===== config.mk =====
export PLATFORM = sky130hd
export DESIGN_NAME = tcc_capture_compare
export DESIGN_NICKNAME = d
export VERILOG_FILES = /design/src/rtl/tcc_pkg.sv /design/src/rtl/tcc_capture_compare.sv
export VERILOG_INCLUDE_DIRS = /design/src /design/src/rtl
export SDC_FILE = /design/constraint.sdc
export NUM_CORES = 1
export LEC_CHECK = 0
export ABC_AREA = 1
export BUFFER_PORTS_ARGS = -buffer_cell sky130_fd_sc_hd__buf_4
export CAP_MARGIN = 20
export CELL_PAD_IN_SITES_DETAIL_PLACEMENT = 1
export CELL_PAD_IN_SITES_GLOBAL_PLACEMENT = 2
export CORE_ASPECT_RATIO = 1.4
export CORE_MARGIN = 5
export CORE_UTILIZATION = 32
export DETAILED_ROUTE_END_ITERATION = 6
export GPL_ROUTABILITY_DRIVEN = 0
export PLACE_DENSITY_LB_ADDON = 0.1
export SLEW_MARGIN = 20
export SYNTH_ARGS = -nofsm -noshare
export SYNTH_HDL_FRONTEND = slang
export SYNTH_SLANG_ARGS = --single-unit

===== constraint.sdc =====
create_clock -name clk -period 1.63 [get_ports clk]
set_clock_uncertainty 0.2 [all_clocks]
set_input_delay 0.0815 -clock clk [delete_from_list [all_inputs] [get_ports clk]]
set_output_delay 0.0815 -clock clk [all_outputs]
set_load 0.02 [all_outputs]

===== src/rtl/tcc_params.svh =====
// Constants for the timer capture and compare front end.
`ifndef TCC_PARAMS_SVH
`define TCC_PARAMS_SVH
`define TCC_FILTER_SAMPLES 4
`define TCC_OUT_STATE_RESET 1'b0
`define TCC_ACT_NONE 2'h0
`define TCC_ACT_TOGGLE 2'h1
`define TCC_ACT_CLEAR 2'h2
`define TCC_ACT_SET 2'h3
`define TCC_MODE_NORMAL 4'h0
`define TCC_MODE_CTC_A 4'h4
`define TCC_MODE_CTC_CAP 4'hc
`define TCC_MODE_PWM_CAP_A 4'h8
`define TCC_MODE_PWM_CAP_B 4'ha
`define TCC_MODE_FAST_CAP 4'he
`define TCC_MODE_RSVD 4'hd
`define TCC_MODE_PWM_OCA_A 4'h9
`define TCC_MODE_PWM_OCA_B 4'hb
`define TCC_MODE_FAST_OCA 4'hf
`endif


===== src/rtl/tcc_pkg.sv =====
// Types shared by the timer capture and compare front end.
package tcc_pkg;
    // One 8-bit register access from the processor core.
    typedef struct packed {
        logic wr;
        logic rd;
        logic [7:0] data;
    } tcc_acc_t;
    // Per-channel compare configuration.
    typedef struct packed {
        logic [1:0] action;
        logic irq_enable;
        logic force_strobe;
    } tcc_chan_cfg_t;
    // Update point of the compare buffer.
    typedef enum logic [1:0] {
        TCC_UPD_DIRECT = 2'b00,
        TCC_UPD_TOP = 2'b01,
        TCC_UPD_BOTTOM = 2'b10
    } tcc_upd_t;
endpackage


===== src/rtl/tcc_capture_compare.sv =====
// Capture front end and two compare channels of a 16-bit timer.
`timescale 1ns/1ps
`include "tcc_params.svh"
module tcc_capture_compare
    import tcc_pkg::*;
#(
    parameter int CNT_W = 16,
    parameter int FILT_N = `TCC_FILTER_SAMPLES
) (
    input wire logic clk,
    input wire logic reset_n,
    input wire logic capture_input_pin,
    input wire logic comparator_output,
    input wire logic comparator_capture_select,
    input wire logic capture_noise_filter_enable,
    input wire logic capture_edge_select,
    input wire logic [3:0] waveform_mode_select,
    input wire logic [CNT_W-1:0] counter_value,
    input wire logic timer_tick,
    input wire logic at_top,
    input wire logic at_bottom,
    input wire logic counter_write,
    input wire tcc_acc_t capture_low_acc,
    input wire tcc_acc_t capture_high_acc,
    input wire logic capture_flag_clear,
    input wire tcc_acc_t compare_value_low [2],
    input wire tcc_acc_t compare_value_high [2],
    input wire tcc_chan_cfg_t chan_cfg [2],
    input wire logic [1:0] compare_flag_clear,
    input wire logic [1:0] irq_serviced,
    output logic [7:0] read_data,
    output logic capture_flag,
    output logic [1:0] compare_flag,
    output logic [1:0] compare_irq,
    output logic [1:0] compare_output_state,
    output logic [CNT_W-1:0] compare_a_top
);
    // Refuse widths and filter depths that the logic below cannot serve.
    if (CNT_W != 16 || FILT_N < 2 || FILT_N > 8) begin
        $error("tcc_capture_compare: unsupported parameters");
    end

    // True for the twelve PWM modes, where the compare value is buffered.
    function automatic logic is_pwm(input logic [3:0] m);
        is_pwm = !(m == `TCC_MODE_NORMAL || m == `TCC_MODE_CTC_A ||
                   m == `TCC_MODE_CTC_CAP || m == `TCC_MODE_RSVD);
    endfunction

    // True where the capture register defines TOP.
    function automatic logic cap_is_top(input logic [3:0] m);
        cap_is_top = (m == `TCC_MODE_PWM_CAP_A ||
                      m == `TCC_MODE_PWM_CAP_B ||
                      m == `TCC_MODE_CTC_CAP || m == `TCC_MODE_FAST_CAP);
    endfunction

    // Buffer update point: dual-slope modes at BOTTOM, single-slope at TOP.
    function automatic tcc_upd_t upd_point(input logic [3:0] m);
        if (!is_pwm(m)) begin
            upd_point = TCC_UPD_DIRECT;
        end else if (m[3] && !m[2]) begin
            upd_point = TCC_UPD_BOTTOM;
        end else if (m[3:2] == 2'b00) begin
            upd_point = TCC_UPD_TOP;
        end else begin
            upd_point = TCC_UPD_TOP;
        end
    endfunction

    // Next output state for a match under the given action.
    function automatic logic out_next(input logic [1:0] a, input logic s);
        case (a)
            `TCC_ACT_TOGGLE: out_next = !s;
            `TCC_ACT_CLEAR: out_next = 1'b0;
            `TCC_ACT_SET: out_next = 1'b1;
            default: out_next = s;
        endcase
    endfunction

    logic trig_raw;
    logic cap_enabled;
    logic [FILT_N-1:0] samp_reg;
    logic filt_reg;
    logic prev_reg;
    logic trig_in;
    logic cap_event;
    logic [CNT_W-1:0] capture_register_reg;
    logic [7:0] temp_reg;
    logic [CNT_W-1:0] cmp_active_reg [2];
    logic [CNT_W-1:0] cmp_buffer_reg [2];
    logic block_reg;
    logic [1:0] match_pend_reg;
    logic pwm_mode;
    tcc_upd_t upd;

    // Source select; the switch itself can look like an edge.
    assign trig_raw = comparator_capture_select ? comparator_output
                                                : capture_input_pin;
    assign cap_enabled = !cap_is_top(waveform_mode_select);
    assign pwm_mode = is_pwm(waveform_mode_select);
    assign upd = upd_point(waveform_mode_select);

    // Shift register of input samples on the undivided clock.
    always_ff @(posedge clk or negedge reset_n) begin
        if (!reset_n) begin
            samp_reg <= '0;
        end else begin
            samp_reg <= {samp_reg[FILT_N-2:0], trig_raw};
        end
    end

    // Filter output moves only when all samples agree.
    always_ff @(posedge clk or negedge reset_n) begin
        if (!reset_n) begin
            filt_reg <= 1'b0;
        end else if (&samp_reg) begin
            filt_reg <= 1'b1;
        end else if (~|samp_reg) begin
            filt_reg <= 1'b0;
        end
    end

    // The filtered path is four cycles behind the unfiltered one.
    assign trig_in = capture_noise_filter_enable ? filt_reg : samp_reg[0];

    // Edge detector history.
    always_ff @(posedge clk or negedge reset_n) begin
        if (!reset_n) begin
            prev_reg <= 1'b0;
        end else begin
            prev_reg <= trig_in;
        end
    end

    assign cap_event = cap_enabled && (trig_in != prev_reg) &&
                       (trig_in == capture_edge_select);

    // Capture register takes every event, read or not.
    always_ff @(posedge clk or negedge reset_n) begin
        if (!reset_n) begin
            capture_register_reg <= '0;
        end else if (cap_event) begin
            capture_register_reg <= counter_value;
        end else if (!cap_enabled && capture_low_acc.wr) begin
            capture_register_reg <= {temp_reg, capture_low_acc.data};
        end
    end

    // Capture flag: a new event wins over a clear in the same cycle.
    always_ff @(posedge clk or negedge reset_n) begin
        if (!reset_n) begin
            capture_flag <= 1'b0;
        end else if (cap_event) begin
            capture_flag <= 1'b1;
        end else if (capture_flag_clear) begin
            capture_flag <= 1'b0;
        end
    end

    // Shared high-byte latch: written on high writes, loaded on capture low reads.
    always_ff @(posedge clk or negedge reset_n) begin
        if (!reset_n) begin
            temp_reg <= '0;
        end else if (capture_low_acc.rd) begin
            temp_reg <= capture_register_reg[15:8];
        end else if (capture_high_acc.wr) begin
            temp_reg <= capture_high_acc.data;
        end else if (compare_value_high[0].wr) begin
            temp_reg <= compare_value_high[0].data;
        end else if (compare_value_high[1].wr) begin
            temp_reg <= compare_value_high[1].data;
        end
    end

    // Read multiplexer; compare high bytes bypass the latch.
    always_ff @(posedge clk or negedge reset_n) begin
        if (!reset_n) begin
            read_data <= '0;
        end else if (capture_low_acc.rd) begin
            read_data <= capture_register_reg[7:0];
        end else if (capture_high_acc.rd) begin
            read_data <= temp_reg;
        end else if (compare_value_low[0].rd) begin
            read_data <= pwm_mode ? cmp_buffer_reg[0][7:0]
                                  : cmp_active_reg[0][7:0];
        end else if (compare_value_high[0].rd) begin
            read_data <= pwm_mode ? cmp_buffer_reg[0][15:8]
                                  : cmp_active_reg[0][15:8];
        end else if (compare_value_low[1].rd) begin
            read_data <= pwm_mode ? cmp_buffer_reg[1][7:0]
                                  : cmp_active_reg[1][7:0];
        end else if (compare_value_high[1].rd) begin
            read_data <= pwm_mode ? cmp_buffer_reg[1][15:8]
                                  : cmp_active_reg[1][15:8];
        end
    end

    // A counter write blocks matches on the next timer tick.
    always_ff @(posedge clk or negedge reset_n) begin
        if (!reset_n) begin
            block_reg <= 1'b0;
        end else if (counter_write) begin
            block_reg <= 1'b1;
        end else if (timer_tick) begin
            block_reg <= 1'b0;
        end
    end

    for (genvar c = 0; c < 2; c++) begin : g_chan
        logic [CNT_W-1:0] wval;
        logic match;
        assign wval = {temp_reg, compare_value_low[c].data};
        assign match = timer_tick && !block_reg && !counter_write &&
                       (counter_value == cmp_active_reg[c]);

        // Buffer and active compare registers; writes change them, and in PWM modes the buffer moves to active at the update point.
        always_ff @(posedge clk or negedge reset_n) begin
            if (!reset_n) begin
                cmp_buffer_reg[c] <= '0;
                cmp_active_reg[c] <= '0;
            end else begin
                if (compare_value_low[c].wr) begin
                    if (pwm_mode) begin
                        cmp_buffer_reg[c] <= wval;
                    end else begin
                        cmp_active_reg[c] <= wval;
                        cmp_buffer_reg[c] <= wval;
                    end
                end
                if (pwm_mode && timer_tick &&
                    ((upd == TCC_UPD_TOP && at_top) ||
                     (upd == TCC_UPD_BOTTOM && at_bottom))) begin
                    cmp_active_reg[c] <= cmp_buffer_reg[c];
                end
            end
        end

        // Match seen on a tick becomes the flag on the next tick.
        always_ff @(posedge clk or negedge reset_n) begin
            if (!reset_n) begin
                match_pend_reg[c] <= 1'b0;
            end else if (match) begin
                match_pend_reg[c] <= 1'b1;
            end else if (timer_tick) begin
                match_pend_reg[c] <= 1'b0;
            end
        end

        // Compare flag; setting wins over either clear.
        always_ff @(posedge clk or negedge reset_n) begin
            if (!reset_n) begin
                compare_flag[c] <= 1'b0;
            end else if (match_pend_reg[c] && timer_tick) begin
                compare_flag[c] <= 1'b1;
            end else if (compare_flag_clear[c] || irq_serviced[c]) begin
                compare_flag[c] <= 1'b0;
            end
        end

        // Interrupt request follows the flag and its enable.
        always_ff @(posedge clk or negedge reset_n) begin
            if (!reset_n) begin
                compare_irq[c] <= 1'b0;
            end else begin
                compare_irq[c] <= chan_cfg[c].irq_enable &&
                    ((match_pend_reg[c] && timer_tick) ||
                     (compare_flag[c] && !compare_flag_clear[c] &&
                      !irq_serviced[c]));
            end
        end

        // Output state; action bits used live, mode changes leave it alone.
        always_ff @(posedge clk or negedge reset_n) begin
            if (!reset_n) begin
                compare_output_state[c] <= `TCC_OUT_STATE_RESET;
            end else if (chan_cfg[c].force_strobe && !pwm_mode) begin
                compare_output_state[c] <= out_next(chan_cfg[c].action,
                    compare_output_state[c]);
            end else if (match && !pwm_mode) begin
                compare_output_state[c] <= out_next(chan_cfg[c].action,
                    compare_output_state[c]);
            end
        end
    end

    // Channel A value offered to the counter core as TOP.
    always_ff @(posedge clk or negedge reset_n) begin
        if (!reset_n) begin
            compare_a_top <= '0;
        end else begin
            compare_a_top <= cmp_active_reg[0];
        end
    end

    // Timer ticks seen since the last counter write, saturating at two.
    logic [1:0] ticks_since_wr_reg;
    always_ff @(posedge clk or negedge reset_n) begin
        if (!reset_n) begin
            ticks_since_wr_reg <= 2'h2;
        end else if (counter_write) begin
            ticks_since_wr_reg <= 2'h0;
        end else if (timer_tick && ticks_since_wr_reg != 2'h2) begin
            ticks_since_wr_reg <= ticks_since_wr_reg + 2'h1;
        end
    end
endmodule


Yosys cells after proc, flatten, opt, wreduce, memory -nomap -nowiden --
Cells that the tools add are included.
Cells by class: shift-type cells 0, mux-type cells 44, multipliers 0, equality and inequality tests 19, add/sub/neg operators 0, bitwise operators 0, order comparisons 0, divide/modulo/power cells 0, reduce and logical (&&, ||, !) cells 65
Operators by type and width (count):
- 2-to-1 mux 16 bit | 8
- 2-to-1 mux 8 bit | 14
- == test 16 bit | 2
- logical AND 1 bit | 24
- nonzero test 2 bit | 12
- == test 4 bit, second input constant | 5
- 2-to-1 mux 1 bit | 18
- logical NOT 1 bit | 11
- logical OR 1 bit | 11
- == test 2 bit, second input constant | 5
- == test 2 x 1 -> 1 bit, second input constant | 3
- one-hot mux 1 bit (3 select lines) | 2
- nonzero test 6 bit | 1
- == test 4 x 3 -> 1 bit, second input constant | 1
- logical NOT 4 bit | 1
- 2-to-1 mux 2 bit | 2
- AND reduction 2 bit | 2
- AND reduction 4 bit | 1
- nonzero test 4 bit | 1
- OR reduction 4 bit | 1
- != test 2 bit, second input constant | 1
- == test 1 bit | 1
- != test 1 bit | 1
Word-level totals: bits in read-only memories 0, latch bits 0, output and inout port bits 31, memory bits (writable) 0, memories kept 0, register bits after elaboration 128, input bits 104

Logic depth before layout (Yosys ltp) --
Gate-level depths: netlist of run 1.
depth after elaboration 11, mapped depth 15, gate-level depth less buffers 12

Least setup slack after synthesis of run 1 --
Ideal clock, no wire load.
path type input to register, start in waveform_mode_select[3], end reg read_data[0], data required time 1.314 ns, data arrival time 1.150 ns, library setup time 0.116 ns, stages on the path 15, slack 0.164 ns, cell sequence buf_6 inv_4 nand2_8 nand3_4 buf_6 buf_8 nand2_2 nand3_1 nand2_1 nand2_1 nand3_1 nand2_1 nand2_1 nand2_1 nand2_1
Between the ends: cells in the longest elaborated chain, start to end 11, elaborated cells on any way between the ends 17, classes of those cells eq/ne: 3; mux: 10; reduce/logical: 4
Ends and longest elaborated chain:
- start, declared | RTL line tcc_capture_compare.sv:17 | input wire logic [3:0] waveform_mode_select,
- == test 4 x 3 -> 1 bit (no source line) or logical NOT 4 bit (tied branches)
- logical OR 1 bit (no source line) (2 in series)
- logical OR 1 bit (no source line) *
- 2-to-1 mux 8 bit | RTL line tcc_capture_compare.sv:192 | read_data <= pwm_mode ? cmp_buffer_reg[1][15:8]
- 2-to-1 mux 8 bit | RTL line tcc_capture_compare.sv:191 | end else if (compare_value_high[1].rd) begin
- 2-to-1 mux 8 bit | RTL line tcc_capture_compare.sv:188 | end else if (compare_value_low[1].rd) begin
- 2-to-1 mux 8 bit | RTL line tcc_capture_compare.sv:185 | end else if (compare_value_high[0].rd) begin
- 2-to-1 mux 8 bit * | RTL line tcc_capture_compare.sv:182 | end else if (compare_value_low[0].rd) begin
- 2-to-1 mux 8 bit * | RTL line tcc_capture_compare.sv:180 | end else if (capture_high_acc.rd) begin
- 2-to-1 mux 8 bit * | RTL line tcc_capture_compare.sv:178 | end else if (capture_low_acc.rd) begin
- end signal, assigned | RTL line tcc_capture_compare.sv:179 | read_data <= capture_register_reg[7:0];
- end signal, assigned | RTL line tcc_capture_compare.sv:181 | read_data <= temp_reg;
- end signal, assigned | RTL line tcc_capture_compare.sv:183 | read_data <= pwm_mode ? cmp_buffer_reg[0][7:0]
- end, declared | RTL line tcc_capture_compare.sv:31 | output logic [7:0] read_data,
Every way passes the cells marked *; elsewhere a longest branch is shown, timed or not. The select of a mux whose other input is x is not followed. A chain may end at the register's enable or synchronous reset.

Final worst setup path of run 1 --
start reg cmp_active_reg[20] in the netlist's numbering, end reg compare_output_state[0]
Between the ends: cells in the longest elaborated chain, start to end 4
Ends and longest elaborated chain:
- start, declared | RTL line tcc_capture_compare.sv:88 | logic [CNT_W-1:0] cmp_active_reg [2];
- start signal, assigned by index | RTL line tcc_capture_compare.sv:225 | cmp_active_reg[c] <= wval;
- start signal, assigned by index | RTL line tcc_capture_compare.sv:232 | cmp_active_reg[c] <= cmp_buffer_reg[c];
- == test 16 bit | RTL line tcc_capture_compare.sv:213 | (counter_value == cmp_active_reg[c]);
- logical AND 1 bit | RTL line tcc_capture_compare.sv:212 | assign match = timer_tick && !block_reg && !counter_write &&
- logical AND 1 bit | RTL line tcc_capture_compare.sv:278 | end else if (match && !pwm_mode) begin
- nonzero test 2 bit (no source line)
- end signal, assigned by index | RTL line tcc_capture_compare.sv:274 | compare_output_state[c] <= `TCC_OUT_STATE_RESET;
- end signal, assigned by index | RTL line tcc_capture_compare.sv:276 | compare_output_state[c] <= out_next(chan_cfg[c].action,
- end signal, assigned by index | RTL line tcc_capture_compare.sv:279 | compare_output_state[c] <= out_next(chan_cfg[c].action,
- end, declared | RTL line tcc_capture_compare.sv:35 | output logic [1:0] compare_output_state,
Every way passes these cells.

==> impl_metrics.csv, run 1 <==
group,metric,value,unit
die,die-height,181,um
synthesis,synthAdderAreaFrac,0,%
hold_path,hp-class,"in2reg",
finish,layout_commonest_cell,"nand2_1",
die,core,0.0205,mm2
finish,syn_to_final_growth,54.9,%
setup_path,cp_common_cell,"nand2_1",
sta,worst_pin_slew,402,ps
sta,max_slew_margin,73.2,%
sta,final.setup.worst_slack,-8.71,ps
synthesis,netlist-cell-type-count,39,
setup_path,required,1740,ps
setup_path,crit_chain,"xnor2_2, nand4_1, nor2_1, buf_4, nand3_4, nand2_2, nand3_2, nand2_1, nand2_1",
sta,max_freq,0.610,GHz
sta,hold_violations,2,
clock_tree,clk_latency,430,ps
die,num_io_pins,135,
synthesis,synth_area_per_cell,8.14,um2
sta,setup_violations,1,
setup_path,cp_slowest_cell,"dfrtp_1",
global_routing,grt_pass1_wl,42500,um
die,core.rowCount,62,
run,maxCapViolCount,0,
routing,drcViolationCount,0,
die,die_w,132,um
routing,ant_nets,0,
routing,via_per_inst,4.93,
finish,final_area,0.0103,mm2
routing,vias,6837,
sta,finalCritPeriodShare,101,%
clock_tree,clock_sinks,128,
placed_design,dpl_worst_slack,-165,ps
setup_path,cp_slowest_stage_delay,410,ps
sta,fin_crit,1640,ps
clock_tree,cts_buffers,17,
synthesis,syn_area,0.00665,mm2
sta,rsz0062_at_grt,"yes",
routing,drtIter0Drc,427,
global_routing,grt_max_degree,46,
finish,final_cell_mix,"nand2_1 (223), buf_4 (191), dfrtp_1 (127)",
synthesis,yosys_register_bits,128,
finish,nNetsFinal,1222,
setup_path,cp_max_fo,2,
synthesis,yosysSeqAreaShare,48.2,%
sta,slew_violations,0,
status,status,"finished, violations left",
clock_tree,htreeDepth,4,
global_routing,grt_usage,22.7,%
setup_path,crit_type,"reg2reg",
setup_path,cp_top_family,"simple AND/OR/NAND/NOR gates",
synthesis,synth_xor_xnor_area_share,3.56,%
global_routing,overflow,0,
placed_design,port_buffers,134,
clock_tree,path_clk_slew,60,ps
sta,fin_tns_setup,-8.71,ps
global_routing,antenna_found_initial,0,
setup_path,cp_data_arrival_time,1750,ps
die,die_area,0.0238,mm2
clock_tree,root_buffer,"clkbuf_16",
power_and_ir_drop,ir_drop,0.647,mV
placed_design,place_area,0.00837,mm2
status,violations,"negative hold slack, negative setup slack",
synthesis,synthCells,816,
power_and_ir_drop,powerDensity,1110,mW/mm2
finish,n_fill_cell,2409,
die,start_util,32.4,%
setup_path,end_kind,"flip-flop",
setup_path,startpoint_type,"flip-flop",
synthesis,synthesis.nets,920,
global_routing,grt_pass1_vias,7567,
power_and_ir_drop,total_power,11400,uW
finish,drive_gt1_share,25.9,%
setup_path,path_buf_inv,1,
synthesis,synthSimpleGateAreaFrac,23.9,%
finish,antenna_cells,0,
synthesis,ys_warn_count,0,
synthesis,synth_compound_area_share,15.0,%
power_and_ir_drop,p_leak,0.00502,uW
routing,totalWireLength,26800,um
routing,drt-wirelength-per-cell,19.3,um
synthesis,muxShareOfSynthArea,0.169,%
clock_tree,clock_path_buffers,2,
sta,hold_slack,-20.9,ps
synthesis,synth_top_family_by_area,"simple AND/OR/NAND/NOR gates",
placed_design,hpwl,19700,um
routing,firstDrtPassIters,4,
clock_tree,cts_tree,"built",
## routing by layer
| layer | track usage [%] | wire length [um] | vias up |
|---|---|---|---|
| met5 | 0 | 0 | - |
| met4 | 6.09 | 463 | 0 |
| met3 | 3.55 | 936 | 31 |
| met2 | 42.2 | 14500 | 139 |
| met1 | 27.0 | 10900 | 3381 |
| li1 | - | - | 3286 |
## cell families after synthesis
family,after synthesis
simple gates,355
compound gates,162
buf+inv,143
flops,128
xor+xnor,27
mux,1
## through the flow
step | std cells | util [%]
after floorplan | 816 | -
after global placement | 1237 | 40.9
after detailed placement | 1237 | 40.9
after CTS | 1385 | 49.8
after global routing | 1386 | 50.3
final | 1386 | 50.3
## cell usage after synthesis
library cell | instances | share of area (%)
inv_1 | 97 | 5.5
o211ai_2 | 2 | 0.38
o21ai_1 | 22 | 1.7
nand2_2 | 6 | 0.56
nor4_1 | 1 | 0.094
buf_2 | 11 | 0.83
nand2_1 | 228 | 13
nand4_1 | 21 | 2.0
buf_1 | 1 | 0.056
or3b_2 | 1 | 0.13
nand3_4 | 2 | 0.53
xor2_1 | 12 | 1.6
clkbuf_1 | 17 | 0.96
inv_4 | 2 | 0.19
o211ai_1 | 34 | 3.8
inv_2 | 3 | 0.17
clkinv_1 | 4 | 0.23
xnor2_1 | 15 | 2.0
nor3_1 | 2 | 0.15
nor2_4 | 1 | 0.17
dfrtp_1 | 128 | 48
mux2_2 | 1 | 0.17
a31oi_1 | 3 | 0.28
nor2_8 | 2 | 0.60
nand2_8 | 1 | 0.30
or2_2 | 2 | 0.19
buf_4 | 1 | 0.11
o21ai_0 | 65 | 4.9
a21oi_1 | 12 | 0.90
a22o_1 | 5 | 0.66
nor2_1 | 21 | 1.2
o21bai_1 | 1 | 0.11
o221ai_1 | 10 | 1.3
nand3_1 | 65 | 4.9
buf_6 | 6 | 1.0
nor2_2 | 2 | 0.19
buf_8 | 1 | 0.23
a21boi_0 | 2 | 0.23
a22oi_1 | 6 | 0.68
## area by class of cell
| type | instances | area, um2 | area share, % |
|---|---|---|---|
| Sequential cell | 128 | 3200 | 31.1 |
| Multi-Input combinational cell | 545 | 2950 | 28.6 |
| Timing Repair Buffer | 320 | 2810 | 27.3 |
| Clock buffer | 18 | 439 | 4.27 |
| Inverter | 106 | 407 | 3.95 |
| Tap cell | 256 | 320 | 3.11 |
| Clock inverter | 13 | 164 | 1.59 |
## power by group
group / switching (uW) / internal (uW)
combinational: 1720 / 1450
sequential: 497 / 3810
clock: 1500 / 2440
## worst paths after layout
kind | to | depth (start not counted) | slack, ps | startpoint
min in group asynchronous | filt_reg | 3 | 440 | reset_n
worst max register to register | compare_output_state[0] | 9 | -9 | cmp_active_reg[20]
worst min-delay path | temp_reg[0] | 5 | -20 | capture_high_acc[9]
worst max-delay path | compare_output_state[0] | 9 | -9 | cmp_active_reg[20]
max in group asynchronous | cmp_active_reg[1] | 4 | 170 | reset_n
worst min register to register | samp_reg[3] | 0 | 210 | samp_reg[2]
## tightest hold or removal path, cell delays in order
cell      delay (ps)
buf_4            140
nand2_1           60
nand3_1           80
o211ai_1         100
o21ai_1           90
## timing repair
| item | CTS | global route |
|---|---|---|
| buffers inserted | 0 | 3 |
| endpoints found under the setup margin | 4 | 33 |
| pin swaps | 7 | 17 |
| gates resized for setup | 13 | 35 |
| cloned | 0 | 0 |
| hold buffers | 117 | 0 |
| endpoints found under the hold margin | 206 | 0 |
Power figures use the tool's default switching activity.
==> inputs of run 2 (changes only) <==
--- a/config.mk
+++ b/config.mk
@@ -9,7 +9,7 @@
 export ABC_AREA = 1
 export BUFFER_PORTS_ARGS = -buffer_cell sky130_fd_sc_hd__buf_4
 export CAP_MARGIN = 20
-export CELL_PAD_IN_SITES_DETAIL_PLACEMENT = 1
+export CELL_PAD_IN_SITES_DETAIL_PLACEMENT = 0
 export CELL_PAD_IN_SITES_GLOBAL_PLACEMENT = 2
 export CORE_ASPECT_RATIO = 1.4
 export CORE_MARGIN = 5
==> run 2 against run 1 <==
  * The run ends with negative setup slack left
  * Design area barely moved
  * Sequential share of layout area barely moved
  * Global-route usage fell by 1.8 points
  * Setup slack got worse by 15 ps
  * Via count fell by 1.1%
  * Non-clock buffer count fell by 1
  * Sequential power barely moved
  * Register-to-register slack barely moved
==> impl_metrics.csv, run 2 (synthesized netlist as in run 1, its figures left out) <==
group,metric,value,unit
clock_tree,clk_latency,430,ps
sta,max_freq,0.605,GHz
setup_path,crit_chain,"xnor2_1, nand4_1, nor2_2, buf_6, nand3_4, nand2_4, nand3_2, nand2_1, nand2_1",
die,core.rowCount,62,
setup_path,cp_top_family,"simple AND/OR/NAND/NOR gates",
routing,drtIter0Drc,557,
sta,slew_violations,0,
setup_path,cp_common_cell,"nand2_1",
routing,vias,6760,
sta,fin_tns_setup,-23.5,ps
hold_path,worstHoldPathCells,5,
setup_path,startpoint_type,"flip-flop",
die,die-height,181,um
setup_path,path_buf_inv,1,
finish,drive_gt1_share,24.6,%
setup_path,rr_worst_depth,9,
die,die_area,0.0238,mm2
sta,worst_pin_slew,391,ps
setup_path,cp_slowest_cell,"dfrtp_1",
setup_path,crit_type,"reg2reg",
finish,nNetsFinal,1221,
die,core,0.0205,mm2
routing,ant_nets,0,
placed_design,hpwl,18500,um
power_and_ir_drop,p_int,7910,uW
global_routing,overflow,0,
placed_design,port_buffers,134,
setup_path,required,1740,ps
routing,drcViolationCount,0,
finish,antenna_cells,0,
setup_path,end_kind,"flip-flop",
clock_tree,cts_tree,"built",
power_and_ir_drop,p_comb_share,26.3,%
setup_path,cp_data_arrival_time,1760,ps
die,start_util,32.4,%
setup_path,cp_slowest_stage_delay,430,ps
die,num_io_pins,135,
power_and_ir_drop,p_seq_share,37.1,%
power_and_ir_drop,p_leak,0.00502,uW
hold_path,holdPathEnd,"capture_register_reg[3]",
sta,final.setup.worst_slack,-23.5,ps
sta,hold_slack,21.5,ps
finish,syn_to_final_growth,54.9,%
finish,final_cell_mix,"nand2_1 (225), buf_4 (190), dfrtp_1 (127)",
clock_tree,path_clk_slew,60,ps
die,die_w,132,um
hold_path,hp-class,"in2reg",
sta,finalCritPeriodShare,101,%
global_routing,grt_pass1_vias,6999,
routing,via_per_inst,4.88,
setup_path,timing.rr.end,"compare_output_state[1]",
sta,rsz0062_at_grt,"yes",
power_and_ir_drop,ir_drop,0.682,mV
status,status,"finished, violations left",
global_routing,grt_pass1_wl,39200,um
hold_path,hp-start,"waveform_mode_select[3]",
clock_tree,cts_buffers,17,
sta,setup_violations,1,
setup_path,r2r_start,"cmp_active_reg[1]",
global_routing,antenna_found_initial,0,
power_and_ir_drop,p_switching,3630,uW
clock_tree,clock_path_buffers,2,
sta,fin_crit,1650,ps
clock_tree,root_buffer,"clkbuf_16",
global_routing,grt_usage,20.9,%
run,maxCapViolCount,0,
routing,firstDrtPassIters,7,
power_and_ir_drop,p_sw_share,31.5,%
sta,max_slew_margin,73.9,%
clock_tree,htreeDepth,4,
finish,layout_commonest_cell,"nand2_1",
routing,totalWireLength,24600,um
power_and_ir_drop,clkPwrFrac,36.5,%
power_and_ir_drop,powerDensity,1120,mW/mm2
setup_path,rrSetupSlack,-20,ps
routing,drt-wirelength-per-cell,17.8,um
clock_tree,clock_sinks,128,
sta,hold_violations,0,
setup_path,cp_max_fo,2,
global_routing,grt_max_degree,46,
status,violations,"negative setup slack",
-- run 2: changes by cell type in the layout (fill, tap and decap cells not counted), moves of 3 or more --
cell	before	now
xnor2_1	12	15
nand2_2	11	8
inv_1	91	96
xnor2_2	3	0
buf_6	6	3
inv_2	9	4
-- run 2: final cells by class --
cell class / count / area, um2
clock buffers: 20 / 467
clock inverters: 12 / 180
fillers: 1958 / 10200
inverters: 106 / 407
multi-input cells: 545 / 2910
flip-flops and latches: 128 / 3200
well taps: 256 / 320
repair buffers: 319 / 2810
-- run 2: metal layers --
layer	up-vias	GRT usage [%]	wire length [um]
met1	3274	26.1	10400
met3	34	3.91	923
met5	-	0	0
met4	0	6.34	472
met2	156	36.6	12800
li1	3296	-	-
-- run 2: repair_timing --
item / 4_1_cts / 5_1_grt
hold endpoints to repair: 209 / 0
buffers inserted: 0 / 0
hold buffers: 117 / 0
gates resized for setup: 12 / 20
endpoints found under the setup margin: 3 / 30
pin swaps: 7 / 7
-- run 2: metrics by stage --
| stage | instances | total power, uW | utilization [%] | setup slack (ps) | instance area (um2) |
|---|---|---|---|---|---|
| CTS | 1386 | 11600 | 50.0 | -46.4 | 10200 |
| detailed placement | 1237 | 7110 | 40.9 | -152 | 8370 |
| floorplan | 816 | 5670 | - | 164 | 6650 |
| finish | 1386 | 11500 | 50.3 | -23.5 | 10300 |
| global placement | 1237 | 7080 | 40.9 | -128 | 8370 |
| global route | 1386 | 12100 | 50.3 | -128 | 10300 |
-- run 2: worst register-to-register path, stage by stage, from the launching register on --
cell	delay, ps
dfrtp_1	430
xnor2_1	180
nand4_1	120
nor2_2	170
buf_6	150
nand3_4	80
nand2_4	80
nand3_2	50
nand2_1	60
nand2_1	40
-- run 2: power groups by stage --
stage	sequential (uW)	clock [uW]	combinational (uW)
global placement	4330	0	2750
floorplan	4360	0	1310
CTS	4290	4300	3040
global route	4360	4420	3360
finish	4280	4220	3040
detailed placement	4340	0	2770
-- run 2: worst max path at each step --
stage / start / cells after the start / to / slack [ps]
after floorplan: waveform_mode_select[3] / 15 / read_data[0] / 160
after global placement: waveform_mode_select[2] / 12 / cmp_active_reg[27] / -130
after detailed placement: waveform_mode_select[2] / 12 / cmp_active_reg[9] / -150
after CTS: cmp_active_reg[1] / 9 / compare_output_state[1] / -50
after global routing: cmp_active_reg[4] / 9 / compare_output_state[1] / -130
final: cmp_active_reg[1] / 9 / compare_output_state[1] / -20
==> inputs of run 3 (changes only) <==
--- a/config.mk
+++ b/config.mk
@@ -7,14 +7,14 @@
 export NUM_CORES = 1
 export LEC_CHECK = 0
 export ABC_AREA = 1
-export BUFFER_PORTS_ARGS = -buffer_cell sky130_fd_sc_hd__buf_4
 export CAP_MARGIN = 20
 export CELL_PAD_IN_SITES_DETAIL_PLACEMENT = 0
 export CELL_PAD_IN_SITES_GLOBAL_PLACEMENT = 2
 export CORE_ASPECT_RATIO = 1.4
 export CORE_MARGIN = 5
-export CORE_UTILIZATION = 32
+export CORE_UTILIZATION = 37
 export DETAILED_ROUTE_END_ITERATION = 6
+export DONT_BUFFER_PORTS = 1
 export GPL_ROUTABILITY_DRIVEN = 0
 export PLACE_DENSITY_LB_ADDON = 0.1
 export SLEW_MARGIN = 20
==> run 3 against run 2 <==
  * The run ends with negative hold slack left
  * Power down 5.9%
  * Final cell count down 10%
  * Clock power down 4%
  * Critical path type unchanged
  * Highest routed layer unchanged
==> impl_metrics.csv, run 3 (synthesized netlist as in run 1, its figures left out) <==
group,metric,value,unit
setup_path,rr_worst_depth,9,
placed_design,port_buffers,0,
sta,max_slew_margin,63.7,%
setup_path,end_kind,"flip-flop",
power_and_ir_drop,p_leak,0.00437,uW
routing,firstDrtPassIters,7,
power_and_ir_drop,ir_drop,0.604,mV
routing,vias,6247,
finish,final_area,0.00925,mm2
sta,fin_crit,1590,ps
global_routing,grt_max_degree,129,
clock_tree,clock_sinks,128,
sta,slew_violations,0,
die,core.rowCount,58,
setup_path,startpoint_type,"flip-flop",
die,start_util,37.2,%
power_and_ir_drop,p_seq_share,41.5,%
clock_tree,clock_path_buffers,2,
clock_tree,cts_tree,"built",
routing,via_per_inst,5.03,
routing,ant_nets,0,
routing,drtIter0Drc,419,
clock_tree,root_buffer,"clkbuf_16",
finish,syn_to_final_growth,39.2,%
clock_tree,clk_latency,430,ps
sta,setup_violations,0,
global_routing,grt_usage,23.1,%
sta,rsz0062_at_grt,"yes",
power_and_ir_drop,p_switching,3310,uW
die,core,0.0179,mm2
hold_path,hp-class,"in2async",
routing,drt-wirelength-per-cell,18.8,um
clock_tree,htreeDepth,4,
global_routing,grt_pass1_wl,36400,um
finish,layout_commonest_cell,"nand2_1",
placed_design,place_area,0.00719,mm2
power_and_ir_drop,p_sw_share,30.5,%
global_routing,overflow,0,
routing,totalWireLength,23400,um
setup_path,cp_max_fo,2,
setup_path,cp_data_arrival_time,1710,ps
sta,hold_slack,-851,ps
sta,worst_pin_slew,543,ps
status,violations,"negative hold slack",
sta,hold_violations,129,
clock_tree,cts_buffers,17,
routing,drcViolationCount,0,
die,die_w,123,um
finish,antenna_cells,0,
sta,fin_tns_setup,0,ps
sta,max_freq,0.628,GHz
setup_path,crit_type,"reg2reg",
status,status,"finished, violations left",
finish,final_cell_mix,"nand2_1 (226), dlygate4sd3_1 (134), dfrtp_1 (126)",
die,num_io_pins,135,
global_routing,grt_pass1_vias,6521,
run,maxCapViolCount,0,
placed_design,hpwl,16800,um
power_and_ir_drop,powerDensity,1170,mW/mm2
die,die-height,169,um
die,die_area,0.0208,mm2
power_and_ir_drop,p_int,7550,uW
sta,finalCritPeriodShare,97.7,%
global_routing,antenna_found_initial,0,
power_and_ir_drop,clkPwrFrac,37.2,%
power_and_ir_drop,p_comb_share,21.3,%
finish,nNetsFinal,1092,
clock_tree,path_clk_slew,60,ps
finish,drive_gt1_share,13.2,%
setup_path,required,1750,ps
## run 3: changes by cell type in the layout (fill, tap and decap cells not counted), sizes merged
| cell | change |
|---|---|
| clkinv | +1 |
| buf | -149 |
| dlymetal6s4s | +3 |
| clkinvlp | -1 |
| dlygate4sd3 | +17 |
| clkbuf | +2 |
| inv | -2 |
## run 3: per-stage QoR
stage                     hold slack (ps)  total power (uW)  instances  util, %  setup WS, ps
after floorplan                      -414              5670        816        -           164
after global placement               -409              6430       1073     40.3          -103
after detailed placement             -410              6450       1073     40.3         -86.3
after CTS                            -868             10900       1235     51.2          10.4
after global routing                 -872             11400       1241     51.8         -77.0
final                                -851             10900       1241     51.8          37.9
## run 3: area by class of cell
cell class | instances | area (um2)
repair buffers | 190 | 1830
well taps | 240 | 300
fillers | 1764 | 8600
inverters | 106 | 403
multi-input cells | 545 | 2890
clock inverters | 10 | 159
clock buffers | 22 | 464
flip-flops and latches | 128 | 3210
## run 3: final timing paths
path                                   startpoint                       to  slack (ps)
min in group clk           compare_value_high[18]             read_data[7]         -10
hold reg to reg                       samp_reg[2]              samp_reg[3]         220
hold / removal                            reset_n              samp_reg[3]        -850
max in group asynchronous                 reset_n        cmp_active_reg[6]        1930
setup / recovery               cmp_active_reg[21]  compare_output_state[0]          40
setup reg to reg               cmp_active_reg[21]  compare_output_state[0]          40
## run 3: worst max-delay path, stage by stage, from the launching register on
cell     delay (ps)
dfrtp_1         400
xnor2_1         150
nand4_1         120
nor2_1          120
buf_4           130
nand3_2         100
nand2_2          80
nand3_1          60
nand2_1          60
nand2_1          40
## run 3: power by group through the flow
| stage | clock [uW] | sequential, uW | combinational, uW |
|---|---|---|---|
| 2_1_floorplan | 0 | 4360 | 1310 |
| 3_3_place_gp | 0 | 4540 | 1890 |
| 3_5_place_dp | 0 | 4550 | 1890 |
| 4_1_cts | 4120 | 4500 | 2290 |
| 5_1_grt | 4250 | 4580 | 2580 |
| 6_report | 4040 | 4510 | 2320 |
## run 3: layer usage
layer / track usage [%] / vias up / wire [um]
li1: - / 3036 / -
met1: 29.5 / 3030 / 10200
met2: 39.3 / 159 / 11800
met3: 4.11 / 22 / 1010
met4: 7.42 / 0 / 460
met5: 0 / - / 0
## run 3: what timing repair did
item | 4_1_cts | 5_1_grt
gates cloned | 0 | 0
pin swaps | 5 | 8
endpoints found under the hold margin | 235 | 141
buffers inserted | 0 | 0
setup endpoints to repair | 2 | 22
resized for setup | 6 | 27
hold buffers | 131 | 6
